<file path="src/logic/sap_pkg.sv">
// Purpose: shared constants and carriers of the serial adapter status block
// Assumes: one clock mclk at 25 MHz, all bus and modem pins asynchronous to it
// Notes:   register selects index the four bus addresses
package sap_pkg;

    // ==================================================================
    // register select codes {register_select_high, register_select_low}
    localparam logic [1:0] RS_DATA   = 2'h0;
    localparam logic [1:0] RS_STATUS = 2'h1;
    localparam logic [1:0] RS_CMD    = 2'h2;
    localparam logic [1:0] RS_CTRL   = 2'h3;

    // ==================================================================
    // line_status bit positions
    localparam int ST_IRQ  = 7;
    localparam int ST_DSR  = 6;
    localparam int ST_DCD  = 5;
    localparam int ST_TXE  = 4;
    localparam int ST_RXF  = 3;
    localparam int ST_OVR  = 2;
    localparam int ST_FE   = 1;
    localparam int ST_PE   = 0;

    // ==================================================================
    // command and control fields
    localparam int CMD_DTR      = 0;
    localparam int CMD_IRD      = 1;
    localparam int CMD_TIC_LO   = 2;
    localparam int CMD_TIC_HI   = 3;
    localparam int CTRL_WL_LO   = 5;
    localparam int CTRL_WL_HI   = 6;
    localparam logic [1:0] TIC_TX_IRQ_ON = 2'h1;
    localparam logic [7:0] CMD_PROG_RESET_KEEP = 8'he0;

    // word length codes: 8, 7, 6, 5 bits
    localparam logic [1:0] WL_8 = 2'h0;
    localparam logic [1:0] WL_7 = 2'h1;
    localparam logic [1:0] WL_6 = 2'h2;
    localparam logic [7:0] MASK_8 = 8'hff;
    localparam logic [7:0] MASK_7 = 8'h7f;
    localparam logic [7:0] MASK_6 = 8'h3f;
    localparam logic [7:0] MASK_5 = 8'h1f;

    // ==================================================================
    // reset values
    localparam logic [7:0] CMD_RESET   = 8'h00;
    localparam logic [7:0] CTRL_RESET  = 8'h00;
    localparam logic [7:0] DATA_RESET  = 8'h00;
    localparam logic [1:0] MODEM_RESET = 2'h3;
    localparam int         FIFO_DEPTH  = 8;

    // ==================================================================
    // carriers
    typedef struct packed {
        logic       phi2;
        logic       cs0;
        logic       cs1_n;
        logic       register_select_high;
        logic       register_select_low;
        logic       rw;
        logic [7:0] data;
        logic       dsr_n;
        logic       dcd_n;
    } sap_pins_s;

    typedef struct packed {
        logic [7:0] data;
        logic       parity_err;
        logic       framing_err;
    } sap_rx_word_s;

    localparam int RX_WORD_W = $bits(sap_rx_word_s);

endpackage

</file>
<file path="src/logic/sap_top.sv">
// Purpose: bus side status, interrupt and holding registers of a serial adapter
// Assumes: bus pins and modem inputs are asynchronous to mclk; the shifters run on mclk
// Notes:   a bus transfer commits on the falling edge of the synchronised phase-2 clock
//
// What this block does
// - interrupt request pin pulled low while an enabled condition awaits the processor
// - enabled condition sets status bit 7 along with its own bit 3..6
// - status bits 6,5,4,3 report DSR, DCD, transmit empty, receive full
// - status bits 2,1,0 report overrun, framing error, parity error
// - summary bit 7 set whenever an enabled interrupt condition in bits 6..3 fires
// - summary bit goes 1 on any enabled condition, 0 on a status read
// - bus data exchanged only while selected and phase-2 clock high
// - selected: low read/write writes the device, high drives the bus
// - both selects low: write goes to transmit, read returns receive holding
// - transmitted holding bits above word length are ignored; bit 0 goes first
// - receive holding: first bit in bit 0, zeros above word length
// - received parity bit is only checked, never stored
// - parity, framing and overrun flags never raise an interrupt
// - parity, framing and overrun flags clear after a receive holding read
// - receive full sets on character load, clears on holding read
// - transmit empty sets on move to shifter, clears on holding write
// - DSR and DCD bits show pin level: 0 low, 1 high
// - DSR or DCD change raises interrupt unless receiver interrupt disable is 1
// - modem bits freeze after a change until status read, then update again
// - nothing internal clears the DSR and DCD bits
// - receive full and transmit empty interrupt only when command enables allow
// - hardware reset initialises every register
// - hardware reset clears status except modem bits, sets transmit empty
// - programmed reset clears command bits 4..0 and overrun, keeps control
// - receiver interrupt needs disable bit 0 and terminal-ready bit 1

// ======================================================================
// fifo between receive shifter and receive holding register
module sap_fifo #(
    parameter int WIDTH = 8,
    parameter int DEPTH = 8
) (
    // clock and reset
    input  wire logic             mclk,
    input  wire logic             rstn,
    // write side
    input  wire logic             in_valid,
    output logic                  in_ready,
    input  wire logic [WIDTH-1:0] in_data,
    // read side
    output logic                  out_valid,
    input  wire logic             out_ready,
    output logic      [WIDTH-1:0] out_data
);
    localparam int AW = (DEPTH > 1) ? $clog2(DEPTH) : 1;

    initial begin
        if (DEPTH < 2 || (1 << AW) != DEPTH || WIDTH < 1) begin
            $error("sap_fifo: depth must be a power of two of at least 2");
        end
    end

    typedef struct packed {
        logic [DEPTH-1:0][WIDTH-1:0] mem;
        logic [AW-1:0]               wr;
        logic [AW-1:0]               rd;
        logic [AW:0]                 count;
    } sap_fifo_state_s;

    sap_fifo_state_s s_q;
    sap_fifo_state_s s_d;
    logic            push;
    logic            pop;

    assign in_ready  = (s_q.count != DEPTH[AW:0]);
    assign out_valid = (s_q.count != '0);
    assign out_data  = s_q.mem[s_q.rd];
    assign push      = in_valid && in_ready;
    assign pop       = out_valid && out_ready;

    always_comb begin
        s_d = s_q;
        if (push) begin
            s_d.mem[s_q.wr] = in_data;
            s_d.wr          = s_q.wr + 1'b1;
        end
        if (pop) begin
            s_d.rd = s_q.rd + 1'b1;
        end
        if (push && !pop) begin
            s_d.count = s_q.count + 1'b1;
        end else if (pop && !push) begin
            s_d.count = s_q.count - 1'b1;
        end
    end

    always_ff @(posedge mclk or negedge rstn) begin
        if (!rstn) begin
            s_q <= '0;
        end else begin
            s_q <= s_d;
        end
    end
endmodule

// ======================================================================
// adapter bus side, status and interrupt logic
module sap_top #(
    parameter int RX_FIFO_DEPTH = sap_pkg::FIFO_DEPTH
) (
    // clock and reset
    input  wire logic                 mclk,
    input  wire logic                 rstn,
    // processor bus pins
    input  wire logic                 phi2,
    input  wire logic                 cs0,
    input  wire logic                 cs1_n,
    input  wire logic                 register_select_high,
    input  wire logic                 register_select_low,
    input  wire logic                 rw,
    input  wire logic [7:0]           data_in,
    output logic      [7:0]           data_out,
    output logic                      data_oe,
    // open-drain interrupt request pin
    output logic                      irq_out,
    output logic                      irq_oe,
    // modem inputs, active low
    input  wire logic                 dsr_n,
    input  wire logic                 dcd_n,
    // transmit shifter
    output logic                      tx_valid,
    input  wire logic                 tx_ready,
    output logic      [7:0]           tx_data,
    // receive shifter
    input  wire logic                 rx_valid,
    output logic                      rx_ready,
    input  wire sap_pkg::sap_rx_word_s rx_word,
    // configuration to the shifters
    output logic      [7:0]           command_reg,
    output logic      [7:0]           control_reg
);

    // ==================================================================
    // state
    typedef struct packed {
        sap_pkg::sap_pins_s meta;
        sap_pkg::sap_pins_s sync;
        logic               phi2_last;
        logic               acc_sel;
        logic               acc_rw;
        logic [1:0]         acc_rs;
        logic [7:0]         acc_wdata;
        logic [7:0]         dout;
        logic               doe;
        logic [7:0]         cmd;
        logic [7:0]         ctrl;
        logic [7:0]         txh;
        logic               tx_full;
        logic [7:0]         rxh;
        logic               rx_full;
        logic               ovr;
        logic               fe;
        logic               pe;
        logic               irq;
        logic [1:0]         modem;
        logic               frozen;
        logic [1:0]         init;
    } sap_state_s;

    sap_state_s           s_q;
    sap_state_s           s_d;
    sap_pkg::sap_pins_s   pins;
    sap_pkg::sap_rx_word_s fifo_word;
    logic                 fifo_valid;
    logic                 fifo_pop;
    logic                 fifo_in_ready;

    initial begin
        if (RX_FIFO_DEPTH < 2) begin
            $error("sap_top: receive fifo depth must be at least 2");
        end
    end

    // ==================================================================
    // helpers
    function automatic logic [7:0] wl_mask(input logic [7:0] ctrl);
        unique case (ctrl[sap_pkg::CTRL_WL_HI:sap_pkg::CTRL_WL_LO])
            sap_pkg::WL_8: wl_mask = sap_pkg::MASK_8;
            sap_pkg::WL_7: wl_mask = sap_pkg::MASK_7;
            sap_pkg::WL_6: wl_mask = sap_pkg::MASK_6;
            default:       wl_mask = sap_pkg::MASK_5;
        endcase
    endfunction

    function automatic logic [7:0] status_byte(input sap_state_s s);
        logic [7:0] v;
        v                   = '0;
        v[sap_pkg::ST_IRQ]  = s.irq;
        v[sap_pkg::ST_DSR]  = s.modem[1];
        v[sap_pkg::ST_DCD]  = s.modem[0];
        v[sap_pkg::ST_TXE]  = !s.tx_full;
        v[sap_pkg::ST_RXF]  = s.rx_full;
        v[sap_pkg::ST_OVR]  = s.ovr;
        v[sap_pkg::ST_FE]   = s.fe;
        v[sap_pkg::ST_PE]   = s.pe;
        status_byte         = v;
    endfunction

    // ==================================================================
    // receive fifo
    sap_fifo #(
        .WIDTH (sap_pkg::RX_WORD_W),
        .DEPTH (RX_FIFO_DEPTH)
    ) u_rx_fifo (
        .mclk      (mclk),
        .rstn      (rstn),
        .in_valid  (rx_valid),
        .in_ready  (fifo_in_ready),
        .in_data   (rx_word),
        .out_valid (fifo_valid),
        .out_ready (fifo_pop),
        .out_data  (fifo_word)
    );

    assign fifo_pop = !s_q.rx_full;

    // ==================================================================
    // next state
    always_comb begin
        logic       selected;
        logic       fall;
        logic       rd_rx;
        logic       rd_st;
        logic       rx_ev;
        logic       tx_ev;
        logic       modem_ev;
        logic       rx_irq_en;
        logic       tx_irq_en;
        logic [1:0] modem_in;
        selected  = 1'b0;
        fall      = 1'b0;
        rd_rx     = 1'b0;
        rd_st     = 1'b0;
        rx_ev     = 1'b0;
        tx_ev     = 1'b0;
        modem_ev  = 1'b0;
        rx_irq_en = 1'b0;
        tx_irq_en = 1'b0;
        modem_in  = '0;
        s_d       = s_q;

        pins      = '{phi2: phi2, cs0: cs0, cs1_n: cs1_n,
                      register_select_high: register_select_high,
                      register_select_low: register_select_low,
                      rw: rw, data: data_in, dsr_n: dsr_n, dcd_n: dcd_n};
        s_d.meta  = pins;
        s_d.sync  = s_q.meta;
        s_d.phi2_last = s_q.sync.phi2;
        selected  = s_q.sync.cs0 && !s_q.sync.cs1_n;
        fall      = s_q.phi2_last && !s_q.sync.phi2;

        s_d.doe = 1'b0;
        if (s_q.sync.phi2 && selected) begin
            s_d.acc_sel   = 1'b1;
            s_d.acc_rw    = s_q.sync.rw;
            s_d.acc_rs    = {s_q.sync.register_select_high, s_q.sync.register_select_low};
            s_d.acc_wdata = s_q.sync.data;
            s_d.doe       = s_q.sync.rw;
            unique case ({s_q.sync.register_select_high, s_q.sync.register_select_low})
                sap_pkg::RS_DATA:   s_d.dout = s_q.rxh;
                sap_pkg::RS_STATUS: s_d.dout = status_byte(s_q);
                sap_pkg::RS_CMD:    s_d.dout = s_q.cmd;
                sap_pkg::RS_CTRL:   s_d.dout = s_q.ctrl;
            endcase
        end

        // transfer commits at end of phase-2 high
        if (fall && s_q.acc_sel) begin
            s_d.acc_sel = 1'b0;
            if (s_q.acc_rw) begin
                rd_rx = (s_q.acc_rs == sap_pkg::RS_DATA);
                rd_st = (s_q.acc_rs == sap_pkg::RS_STATUS);
            end else begin
                unique case (s_q.acc_rs)
                    sap_pkg::RS_DATA: begin
                        s_d.txh     = s_q.acc_wdata;
                        s_d.tx_full = 1'b1;
                    end
                    sap_pkg::RS_STATUS: begin
                        s_d.cmd = s_q.cmd & sap_pkg::CMD_PROG_RESET_KEEP;
                        s_d.ovr = 1'b0;
                    end
                    sap_pkg::RS_CMD:  s_d.cmd  = s_q.acc_wdata;
                    sap_pkg::RS_CTRL: s_d.ctrl = s_q.acc_wdata;
                endcase
            end
        end

        if (rd_rx) begin
            s_d.pe = 1'b0;
            s_d.fe = 1'b0;
            s_d.ovr = 1'b0;
            s_d.rx_full = 1'b0;
        end
        if (rd_st) begin
            s_d.irq    = 1'b0;
            s_d.frozen = 1'b0;
        end

        if (s_q.tx_full && tx_ready && !(fall && s_q.acc_sel && !s_q.acc_rw
                                        && s_q.acc_rs == sap_pkg::RS_DATA)) begin
            s_d.tx_full = 1'b0;
            tx_ev       = 1'b1;
        end

        if (fifo_valid && !s_q.rx_full) begin
            s_d.rxh     = fifo_word.data & wl_mask(s_q.ctrl);
            s_d.pe      = fifo_word.parity_err;
            s_d.fe      = fifo_word.framing_err;
            s_d.rx_full = 1'b1;
            rx_ev       = 1'b1;
        end
        if (rx_valid && !fifo_in_ready && s_q.rx_full) begin
            s_d.ovr = 1'b1;
        end

        modem_in = {s_q.sync.dsr_n, s_q.sync.dcd_n};
        if (s_q.init != 2'h3) begin
            s_d.init  = s_q.init + 2'h1;
            s_d.modem = modem_in;
        end else if (!s_d.frozen && modem_in != s_q.modem) begin
            s_d.modem  = modem_in;
            s_d.frozen = 1'b1;
            modem_ev   = 1'b1;
        end

        rx_irq_en = !s_q.cmd[sap_pkg::CMD_IRD] && s_q.cmd[sap_pkg::CMD_DTR];
        tx_irq_en = s_q.cmd[sap_pkg::CMD_DTR] &&
                    s_q.cmd[sap_pkg::CMD_TIC_HI:sap_pkg::CMD_TIC_LO] == sap_pkg::TIC_TX_IRQ_ON;
        if ((rx_ev && rx_irq_en) || (tx_ev && tx_irq_en) ||
            (modem_ev && !s_q.cmd[sap_pkg::CMD_IRD])) begin
            s_d.irq = 1'b1;
        end
    end

    // ==================================================================
    // registers
    // hardware reset values
    always_ff @(posedge mclk or negedge rstn) begin
        if (!rstn) begin
            s_q       <= '0;
            s_q.meta  <= '1;
            s_q.sync  <= '1;
            s_q.cmd   <= sap_pkg::CMD_RESET;
            s_q.ctrl  <= sap_pkg::CTRL_RESET;
            s_q.txh   <= sap_pkg::DATA_RESET;
            s_q.rxh   <= sap_pkg::DATA_RESET;
            s_q.modem <= sap_pkg::MODEM_RESET;
        end else begin
            s_q <= s_d;
        end
    end

    // ==================================================================
    // outputs
    // irq pin pulled low while flag set
    assign irq_oe      = s_q.irq;
    assign irq_out     = 1'b0;
    assign data_out    = s_q.dout;
    assign data_oe     = s_q.doe;
    assign tx_data     = s_q.txh & wl_mask(s_q.ctrl);
    assign tx_valid    = s_q.tx_full;
    assign rx_ready    = fifo_in_ready;
    assign command_reg = s_q.cmd;
    assign control_reg = s_q.ctrl;

endmodule

</file>
<file path="config.mk">
export PLATFORM = sky130hd
export DESIGN_NAME = sap_top
export DESIGN_NICKNAME = d
export VERILOG_FILES = /design/src/logic/sap_pkg.sv /design/src/logic/sap_top.sv
export SDC_FILE = /design/constraint.sdc
export NUM_CORES = 1
export LEC_CHECK = 0
export BUFFER_PORTS_ARGS = -buffer_cell sky130_fd_sc_hd__buf_2
export CAP_MARGIN = 20
export CORE_MARGIN = 2
export CORE_UTILIZATION = 60
export DETAILED_ROUTE_END_ITERATION = 12
export PLACE_DENSITY = 0.8
export REMOVE_ABC_BUFFERS = 1
export SETUP_SLACK_MARGIN = 0.05
export SLEW_MARGIN = 15
export SYNTH_ARGS = -nofsm -noshare
export SYNTH_HDL_FRONTEND = slang
export SYNTH_SLANG_ARGS = --single-unit
</file>
<file path="constraint.sdc">
create_clock -name mclk -period 3.4 [get_ports mclk]
set_input_delay 0.34 -clock mclk [delete_from_list [all_inputs] [get_ports mclk]]
set_output_delay 0.34 -clock mclk [all_outputs]
set_load 0.01 [all_outputs]
</file>
# --- Word level (Yosys, flattened, before mapping) ---
# Index checks and enable logic that the tools add are counted.
op_classes:
  n_addsub: 5
  multipliers: 0
  n_div: 0
  n_lt_le_gt_ge: 3
  eq_ne: 14
  n_shift: 0
  muxes: 38
  bitwise_logic: 4
  n_reduce_logical: 54
ops:
  columns: ["op", "count"]
  rows:
  - ["80-bit bitwise mux", 1]
  - ["8-bit one-hot mux with 4 select lines", 1]
  - ["10-bit binary-select mux with 3-bit select", 1]
  - ["10-bit demux with 3-bit select", 1]
  - ["8-bit one-hot mux with 3 select lines", 1]
  - ["1-bit two-way mux", 22]
  - ["1-bit logical AND", 21]
  - ["21-bit two-way mux", 1]
  - ["10-bit two-way mux", 2]
  - ["8-bit AND", 2]
  - ["8-bit one-hot mux with 2 select lines", 1]
  - ["2-bit nonzero test", 8]
  - ["3-bit AND reduction", 5]
  - ["4-bit two-way mux", 3]
  - ["1-bit logical NOT", 11]
  - ["2-bit equality test, second input constant", 5]
  - ["2-bit by 1-bit equality test with 1-bit output, second input constant", 4]
  - ["3-bit by 4-bit < comparator with 1-bit output, second input constant", 2]
  - ["8-bit two-way mux", 1]
  - ["3-bit by 1-bit adder with 3-bit output, second input constant", 2]
  - ["2-bit logical NOT", 3]
  - ["3-bit nonzero test", 2]
  - ["4-bit by 1-bit adder with 4-bit output, second input constant", 1]
  - ["2-bit two-way mux", 2]
  - ["other kinds (13)", 15]
totals:
  ff_bits: 187
  latchBits: 0
  ram_bits: 0
  rom_bits: 0
  inputBits: 30
  output_inout_bits: 37
  wordCells: 168
  mem_count: 0

# --- Logic depth before layout (Yosys ltp) ---
# Gate-level depths: netlist of run 1.
depth:
  ltp_word: 12
  ltp_mapped: 11
  ltp_nobuf: 10

# --- Hierarchy ---
# A second synthesis of run 1 with hierarchy kept.
unflattened:
  cells_unflattened: 540
  hier_area_um2: 8204.1
modules_own_cells:
  columns: ["mod", "instances", "cells_each", "area_each_um2", "seq_area_each_um2"]
  rows:
  - ["sap_fifo", 1, 262, 4275.4, 2252.2]
  - ["sap_top", 1, 278, 3928.8, 2469.9]

# --- Least setup slack after synthesis of run 1 ---
# No wires, ideal clock.
synth_timing:
  kind: "register to register"
  start: "reg u_rx_fifo.s_q[1] (netlist bit)"
  end: "reg u_rx_fifo.s_q[3] (netlist bit)"
  setup_ps: 136
  arrival_time_ps: 2461
  t_required_ps: 3264
  path_slack_ps: 802
  path_stages_with_launch: 10
  path_buffers: 0
  cell_sequence: "dfrtp_1 or4b_4 nand2_8 inv_6 ha_1 inv_1 ha_1 a21o_1 a2111oi_0 o31ai_1"
synth_between:
  elab_chain_len: 5
  elab_cells_between_ends: 13
  classes_between: "2 x add/sub; 1 x eq/ne; 2 x mux; 8 x reduce/logical"
synth_rtl:
  columns: ["item", "line_no", "text"]
  rows:
  - ["start, declared", "sap_top.sv:65", "sap_fifo_state_s s_q;"]
  - ["start signal, assigned", "sap_top.sv:94", "s_q <= '0;"]
  - ["start signal, assigned", "sap_top.sv:96", "s_q <= s_d;"]
  - ["4-bit != test *", "sap_top.sv:70", "assign in_ready = (s_q.count != DEPTH[AW:0]);"]
  - ["via rx_ready", "sap_top.sv:131", "output logic rx_ready,"]
  - ["1-bit logical AND *", "sap_top.sv:73", "assign push = in_valid && in_ready;"]
  - ["via u_rx_fifo.push", "sap_top.sv:67", "logic push;"]
  - ["1-bit logical NOT", "sap_top.sv:87", "end else if (pop && !push) begin"]
  - ["1-bit logical AND", "sap_top.sv:87", null]
  - ["2-bit nonzero test (no line)", null, null]
# The timed path passes the listed nets; every way through them passes the cells marked *. The select of a mux whose other input is x is not followed.
# A chain may end at the register's enable or synchronous reset.

# --- Worst setup path after layout of run 1 ---
layout_timing:
  start: "reg u_rx_fifo.s_q[1] (netlist bit)"
  end: "reg u_rx_fifo.s_q[3] (netlist bit)"
layout_between:
  elab_chain_len: 5
  elab_cells_between_ends: 13
  classes_between: "2 x add/sub; 1 x eq/ne; 2 x mux; 8 x reduce/logical"
layout_rtl:
  columns: ["item", "line_no"]
  rows:
  - ["4-bit != test *", "sap_top.sv:70"]
  - ["1-bit logical AND *", "sap_top.sv:73"]
  - ["via u_rx_fifo.push", "sap_top.sv:67"]
  - ["1-bit logical NOT", "sap_top.sv:87"]
  - ["1-bit logical AND", "sap_top.sv:87"]
  - ["2-bit nonzero test (no line)", null]
# Marks and branches as above.

==> results of run 1 <==
Yosys cell counts (7+ instances only):
| library cell | n |
|---|---|
| buf_2 | 11 |
| mux2i_1 | 13 |
| o21ai_0 | 19 |
| mux2_1 | 10 |
| mux4_2 | 24 |
| dfstp_2 | 34 |
| nand3_1 | 7 |
| nand2_1 | 39 |
| inv_1 | 9 |
| buf_4 | 31 |
| mux2_2 | 112 |
| xnor2_1 | 9 |
| dfrtp_1 | 153 |
| ha_1 | 10 |
stage by stage:
step,instance area [um2],hold slack [ns],utilization,worst slack (ns),cells
after floorplan,7760,0.0444,-,0.802,494
after global placement,8380,0.345,0.633,0.736,743
after detailed placement,8380,0.347,0.633,0.615,743
after CTS,9140,0.0726,0.690,0.600,792
after global routing,9160,0.0732,0.691,0.481,793
final,9160,0.0874,0.691,0.586,793
logic make-up (layout without fill, tap and decap cells):
family                   count (synthesis)  in the layout
buffers and inverters                   62            133
adder cells (fa/ha/maj)                 11             11
multiplexers                           159            159
XOR/XNOR                                 9              9
AO/OA/AOI/OAI                           38             38
other                                    1              1
flip-flops                             187            187
AND/OR/NAND/NOR                         79             79
worst paths after layout:
| kind | start | endpoint | depth (start not counted) |
|---|---|---|---|
| min in group asynchronous | rstn | data_oe$_DFF_PN0_ | 2 |
| max | u_rx_fifo.s_q[1]$_DFFE_PN0P_ | u_rx_fifo.s_q[3]$_DFFE_PN0P_ | 9 |
| min | tx_ready | tx_valid$_DFFE_PN0P_ | 2 |
| max reg2reg | u_rx_fifo.s_q[1]$_DFFE_PN0P_ | u_rx_fifo.s_q[3]$_DFFE_PN0P_ | 9 |
| min reg2reg | s_d[73]$_DFF_PN1_ | s_q[73]$_DFF_PN1_ | 0 |
| max in group asynchronous | rstn | s_d[70]$_DFF_PN1_ | 3 |
routing by layer:
layer  share of wire  global-route usage  vias up  wire (um)
met4           0.012              0.0727        0        195
met2            0.51               0.385      110       8040
met3           0.042              0.0481       15        657
li1                -                   -     2048          -
met1            0.43               0.319     2410       6730
met5               0                   0        -          0
critical path: cells and delay by family, from the launching register on:
family / cells / cell delay (ns)
AOI/OAI and AO/OA: 3 / 0.79
adders and majority gates: 2 / 0.49
buffers and inverters: 2 / 0.23
DFF: 1 / 0.44
and+or+nand+nor: 2 / 0.75
timing repair:
action	CTS	global route
hold buffers	17	0
endpoints found under the hold margin	70	0
buffers inserted	0	0
gates resized for setup	0	0
setup endpoints to repair	0	0
final cells by class:
type	instances	area (um2)	area share
clock inverters	15	163	0.0178
multi-input cells	297	2990	0.327
well taps	176	220	0.0241
repair buffers	91	589	0.0644
inverters	10	42.5	0.00465
flip-flops and latches	187	4720	0.516
clock buffers	17	425	0.0465
power by group:
group | leakage (nW) | switching (W) | internal, W
clock network | 0.292 | 0.000951 | 0.000993
logic | 1.57 | 0.00108 | 0.00143
registers | 2.22 | 0.000638 | 0.00307
total | 4.09 | 0.00267 | 0.00549
==> impl_results.md, run 1 <==
* Slowest CP cell: or4b_4
* P_leak at 4.09 nW
* CP Max Fanout at 8
* Share of cells above drive strength 1 at 0.467
* EDFF count, synth at 0
* Hold WC Path Type: input pin to register
* Max_slew headroom at 0.306
* Fmax at approximately 360 MHz
* Simple-gate share of the synthesized area at 0.0592
* Syn avg cell area at 14.9 um2
* Fin. Hold Viols at 0
* Worst-margin pin slew at 1.04 ns
* Skew-Pair Late Insertion Delay at 0.44 ns
* Clock sinks at 187
* RSZ-0062 raised after global routing: no
* Total Nets Final at 645
* Routed wire per std cell at 19.7 um
* IO Count at between 60 and 70
* DR vias/cell at between 5 and 6
* Max reg flops at 90
* Yosys warns at 0
* Pwr per Cell Area at 891 mW/mm2
* Mapped Cells at 546
* Most frequent cells in the layout: 153 x dfrtp_1, 112 x mux2_2, 64 x buf_2
* CTS tree: yes
* Die Height at 120 um
* VDD IR max at 527 uV
* Compound-Gate Fraction of Synth Area at 0.0297
* Commonest non-fill, non-tap cell in the layout: dfrtp_1
* Yosys top cell by area: dfrtp_1
* Ranking of synthesized cells by area: dfrtp_1 47%, mux2_2 16%, dfstp_2 11%, mux4_2 6.7%, buf_4 2.9%
* WS Path Type: register to register
* RePlAce Congestion at 0.819
* Total power at between 0.008 and 0.009 W
* Detailed-route via count at 4583
* Gr usage total at 0.234
* First-pass GRT wire length at 25600 um
* Final Critical Period at ~2.8 ns
* Drt drc at 0
* H-Tree Depth at 4
* Clock root buffer: clkbuf_16
* Drt initial violations at 337
* Post-synth ARST share at 1.00
* Number of distinct library cells after synthesis at 52
* Status: complete, no violations
* Drt pass-1 iters at 4
* CP Capture Type: register
* Synth Register Bits at 187
* Predominant post-synthesis flop cell: dfrtp_1
* Initial antenna violation count at 0
* Slew Viols, Final at 0
* Max clock buf depth at 2
* CORE AREA at ~0.013 mm2
* Setup TNS after final layout at 0 ns
* Synth Area in XOR/XNOR at 0.00971
* Ant diodes at 0
* Die ar. at 0.0145 mm2
* Post-Synthesis Cell Area at 0.00812 mm2
* DP HPWL at 10100 um
* DRT Wirelength at roughly 16000 um
* Post-synthesis adder-cell area fraction at 0.0179
* Register name with the most flops: u_rx_fifo.s_q
* # setup viols final at 0
* WP data required at 3.71 ns
* Num rows at between 40 and 50
* Syn-to-layout area delta at 12.7%
* Top cell type's share of synthesized area at 0.471
* Clock slew at reported path FFs at 0.07 ns
* Critical path's most frequent cell: ha_1
* TritonCTS Buffers at 17
* Vias in the first global route at 4813
* Combinational family with the most area after synthesis: multiplexers
* Mux share of post-synthesis cell area at 0.252
* CP max stage delay at 0.61 ns
* Die width at 120 um
* Crit share post-route at 0.828
* Seq/Total Area, Yosys at 0.581
* Routed Antenna Nets at 0
* Type of element launching the critical path: register
* Max-Cap Viols at 0
* Critical path arrival at 3.12 ns
* Overflow left after global routing at 0
* Port Buffers at 65
* Crit path cell chain: or4b_4 -> nand2_8 -> inv_6 -> ha_1 -> inv_1 -> ha_1 -> a21o_1 -> a2111oi_0 -> o31ai_1
* Fill cells at 906
* Largest net degree at the start of global routing at 84
* Clk_skew at 0.00619 ns
* Initial core utilization at 0.613
* R2R Setup Slk at between 0.5 and 0.6 ns
Note: power is estimated with default switching activity, not from simulation.
==> run 2, diff against run 1 <==
ABC_AREA = 1   (was not set)
CORE_UTILIZATION = 54   (was 60)
PLACE_DENSITY = 0.76   (was 0.8)
clock period = 2.3 ns   (was 3.4 ns; I/O delays follow)
==> impl_results.md, run 2 <==
* Clock slew at reported path FFs at 0.07 ns (about the same)
* List of most frequent post-synthesis cells: 221 x nand2_1, 153 x dfrtp_1, 104 x o21ai_0, 88 x nor2_1, 52 x inv_1
* Top cell type's share of synthesized area at 0.468 (-0.00375)
* M1 wire length at 7910 um (+18%)
* Metal2 WL at 8190 um (+1.8%)
* Number of distinct library cells after synthesis at 34 (-35%)
* Post-Synthesis Cell Area at 0.00819 mm2 (+0.80%)
* Clock sinks at 187 (unchanged)
* Predominant post-synthesis flop cell: dfrtp_1
* Syn-to-layout area delta at 11.6%
* RePlAce Congestion at 0.826 (+0.84%)
* H-Tree Depth at 4 (unchanged)
* Reg area at 0.00472 mm2 (unchanged)
* Max-Cap Viols at 0 (unchanged)
* Setup TNS after final layout at 0 ns (unchanged)
* VDD IR max at 776 uV (+47%)
* Synth Register Bits at 187 (unchanged)
* Slew Viols, Final at 0 (unchanged)
* Final Critical Period at 1.99 ns (-0.825 ns)
* IO Count at 67 (unchanged)
* Fill cells at 1231 (+36%)
* Fin. Hold Viols at 0 (unchanged)
* Skew-Pair Late Insertion Delay at 0.43 ns (about the same)
* DP HPWL at 11000 um (+8.3%)
* Commonest non-fill, non-tap cell in the layout: nand2_1
* Post-synth ARST share at 1.00 (unchanged)
* Critical path arrival at 2.31 ns (-0.81 ns)
* Register name with the most flops: u_rx_fifo.s_q
* Die ar. at 0.0162 mm2 (+12%)
* Fmax at 503 MHz (+41%)
* Overflow left after global routing at 0 (unchanged)
* CORE AREA at 0.0150 mm2 (+14%)
* Final hold slack at 0.0937 ns (+0.00633 ns)
* Num rows at 45 (+7.1%)
* Detailed-route via count at 5978 (+30%)
* WS Path Type: register to register
* Most frequent cells in the layout: 221 x nand2_1, 153 x dfrtp_1, 104 x o21ai_0
* Met3 Wirelength at 778 um (+18%)
* Initial antenna violation count at 0 (unchanged)
* Ant diodes at 0 (unchanged)
* Highest Signal Layer: met4
* Pwr per Cell Area at 1290 mW/mm2 (+44%)
* Mapped Cells at 889 (+63%)
* Ranking of synthesized cells by area: dfrtp_1 47%, dfstp_2 11%, nand2_1 10%, o21ai_0 6.4%, nor2_1 4.0%
* Die width at 127 um (+5.6%)
* TritonCTS Buffers at 17 (unchanged)
* Crit share post-route at 0.865 (+0.0373)
* # setup viols final at 0 (unchanged)
* Routed Antenna Nets at 0 (unchanged)
* EDFF count, synth at 0 (unchanged)
* Drt pass-1 iters at 5 (+1)
* CP Capture Type: register
* Post-cts sizing count at 0 (unchanged)
* First-pass GRT wire length at 28800 um (+13%)
* Max reg flops at 90 (unchanged)
* Clk_skew at 0.00993 ns (+0.00374 ns)
* Die Height at 127 um (+5.6%)
* Max_slew headroom at 0.591 (+0.285)
* Post-synthesis adder-cell area fraction at 0.0177 (-0.000142)
* Initial core utilization at 0.545 (-0.0687)
* Type of element launching the critical path: register
* Seq/Total Area, Yosys at 0.577 (-0.00462)
* Drt drc at 0 (unchanged)
* DRT Wirelength at 17100 um (+9.7%)
* Area occupied by multi-input gates at 0.00276 mm2 (-7.9%)
* Share of cells above drive strength 1 at 0.182 (-0.285)
* Clock root buffer: clkbuf_16
* Gr usage total at 0.229 (-0.00546)
* CTS tree: yes
* Routed wire per std cell at 15.1 um (-23%)
* Mux share of post-synthesis cell area at 0.00138 (-0.250)
* P_leak at 4.47 nW (+9.3%)
* Synth Area in XOR/XNOR at 0.0107 (+0.000993)
* CP Max Fanout at 4 (-4)
* Yosys top cell by area: dfrtp_1
* Top-count cell post-synth: nand2_1
* Port Buffers at 65 (unchanged)
* Simple-gate share of the synthesized area at 0.191 (+0.132)
* Combinational family with the most area after synthesis: simple AND/OR/NAND/NOR gates
* Vias in the first global route at 5558 (+15%)
* RSZ-0062 raised after global routing: no
* Yosys warns at 0 (unchanged)
* Max clock buf depth at 2 (unchanged)
* Drt initial violations at 587 (+74%)
* Compound-Gate Fraction of Synth Area at 0.115 (+0.0857)
* Total Nets Final at 973 (+51%)
* WP data required at 2.62 ns (-1.09 ns)
* Largest net degree at the start of global routing at 61 (-27%)
* DR vias/cell at 5.28 (-8.7%)
* Worst-margin pin slew at 0.612 ns (-0.429 ns)
* Status: complete, no violations
* Syn avg cell area at 9.21 um2 (-38%)
* Hold WC Path Type: input pin to register
## run 2: changes by cell type in the layout (fill, tap and decap cells not counted), sizes merged, moves of 4 or more
| cell | previous run | this run |
|---|---|---|
| nor2b | 5 | 0 |
| xnor2 | 9 | 5 |
| mux2 | 122 | 1 |
| o21ai | 19 | 167 |
| a21oi | 2 | 9 |
| inv | 21 | 63 |
| nor2 | 5 | 90 |
| nand2 | 40 | 232 |
| mux2i | 13 | 0 |
| xor2 | 0 | 5 |
| mux4 | 24 | 0 |
| nand3 | 8 | 50 |
## run 2: cell type report
type | count | area share
flip-flops and latches | 187 | 0.517
clock inverters | 13 | 0.0160
repair buffers | 94 | 0.0691
multi-input cells | 578 | 0.302
inverters | 54 | 0.0222
clock buffers | 19 | 0.0485
well taps | 188 | 0.0257
## run 2: final timing paths
| kind | startpoint | to | slack [ns] | cells after the start |
|---|---|---|---|---|
| hold / removal | rx_valid | s_q[8]$_DFFE_PN0P_ | 0.09 | 3 |
| setup reg to reg | u_rx_fifo.s_q[1]$_DFFE_PN0P_ | u_rx_fifo.s_q[3]$_DFFE_PN0P_ | 0.31 | 12 |
| setup / recovery | u_rx_fifo.s_q[1]$_DFFE_PN0P_ | u_rx_fifo.s_q[3]$_DFFE_PN0P_ | 0.31 | 12 |
| min in group asynchronous | rstn | s_q[64]$_DFF_PN0_ | 0.32 | 2 |
| max in group asynchronous | rstn | s_q[3]$_DFFE_PN1P_ | 1.24 | 3 |
| hold reg to reg | s_d[71]$_DFF_PN1_ | s_q[71]$_DFF_PN1_ | 0.36 | 0 |
## run 2: what timing repair did
action,CTS,global route
hold buffers,18,0
buffers inserted,0,0
hold endpoints to repair,62,0
## run 2: cell families after synthesis
family | count (synthesis)
compound gates | 178
fa+ha+maj | 11
buf+inv | 124
xor+xnor | 10
simple gates | 377
other cells | 1
mux | 1
flops | 187
## run 2: worst max-delay path, cell delays in order, from the launching register on
cell     delay, ns
dfrtp_1       0.43
nor2_2        0.16
nand3_2       0.12
nand2_2       0.11
inv_2         0.04
ha_1          0.20
inv_1         0.13
ha_1          0.28
nand3_1       0.10
nand3_1       0.08
xor2_1        0.14
nand2_1       0.06
nand2_1       0.05
## run 2: per-layer routing
metal | vias up | GRT usage
met5 | - | 0
met4 | 0 | 0.0866
met3 | 21 | 0.0339
met2 | 158 | 0.352
met1 | 2883 | 0.334
li1 | 2916 | -
## run 2: per-stage QoR
step	area (um2)	total power, W	util	setup slack [ns]	std cells
finish	9140	0.0117	0.608	0.311	1133
floorplan	7680	0.00755	-	0.211	819
CTS	9140	0.0118	0.608	0.304	1133
global placement	8370	0.00870	0.557	0.410	1083
detailed placement	8370	0.00883	0.557	0.305	1083
global route	9140	0.0127	0.608	0.132	1133
## run 2: power breakdown
part	internal, W	switching [W]	total (W)	leakage, nW
registers	0.00439	0.000693	0.00508	2.29
clock network	0.00158	0.00133	0.00291	0.289
logic	0.00142	0.00234	0.00376	1.90
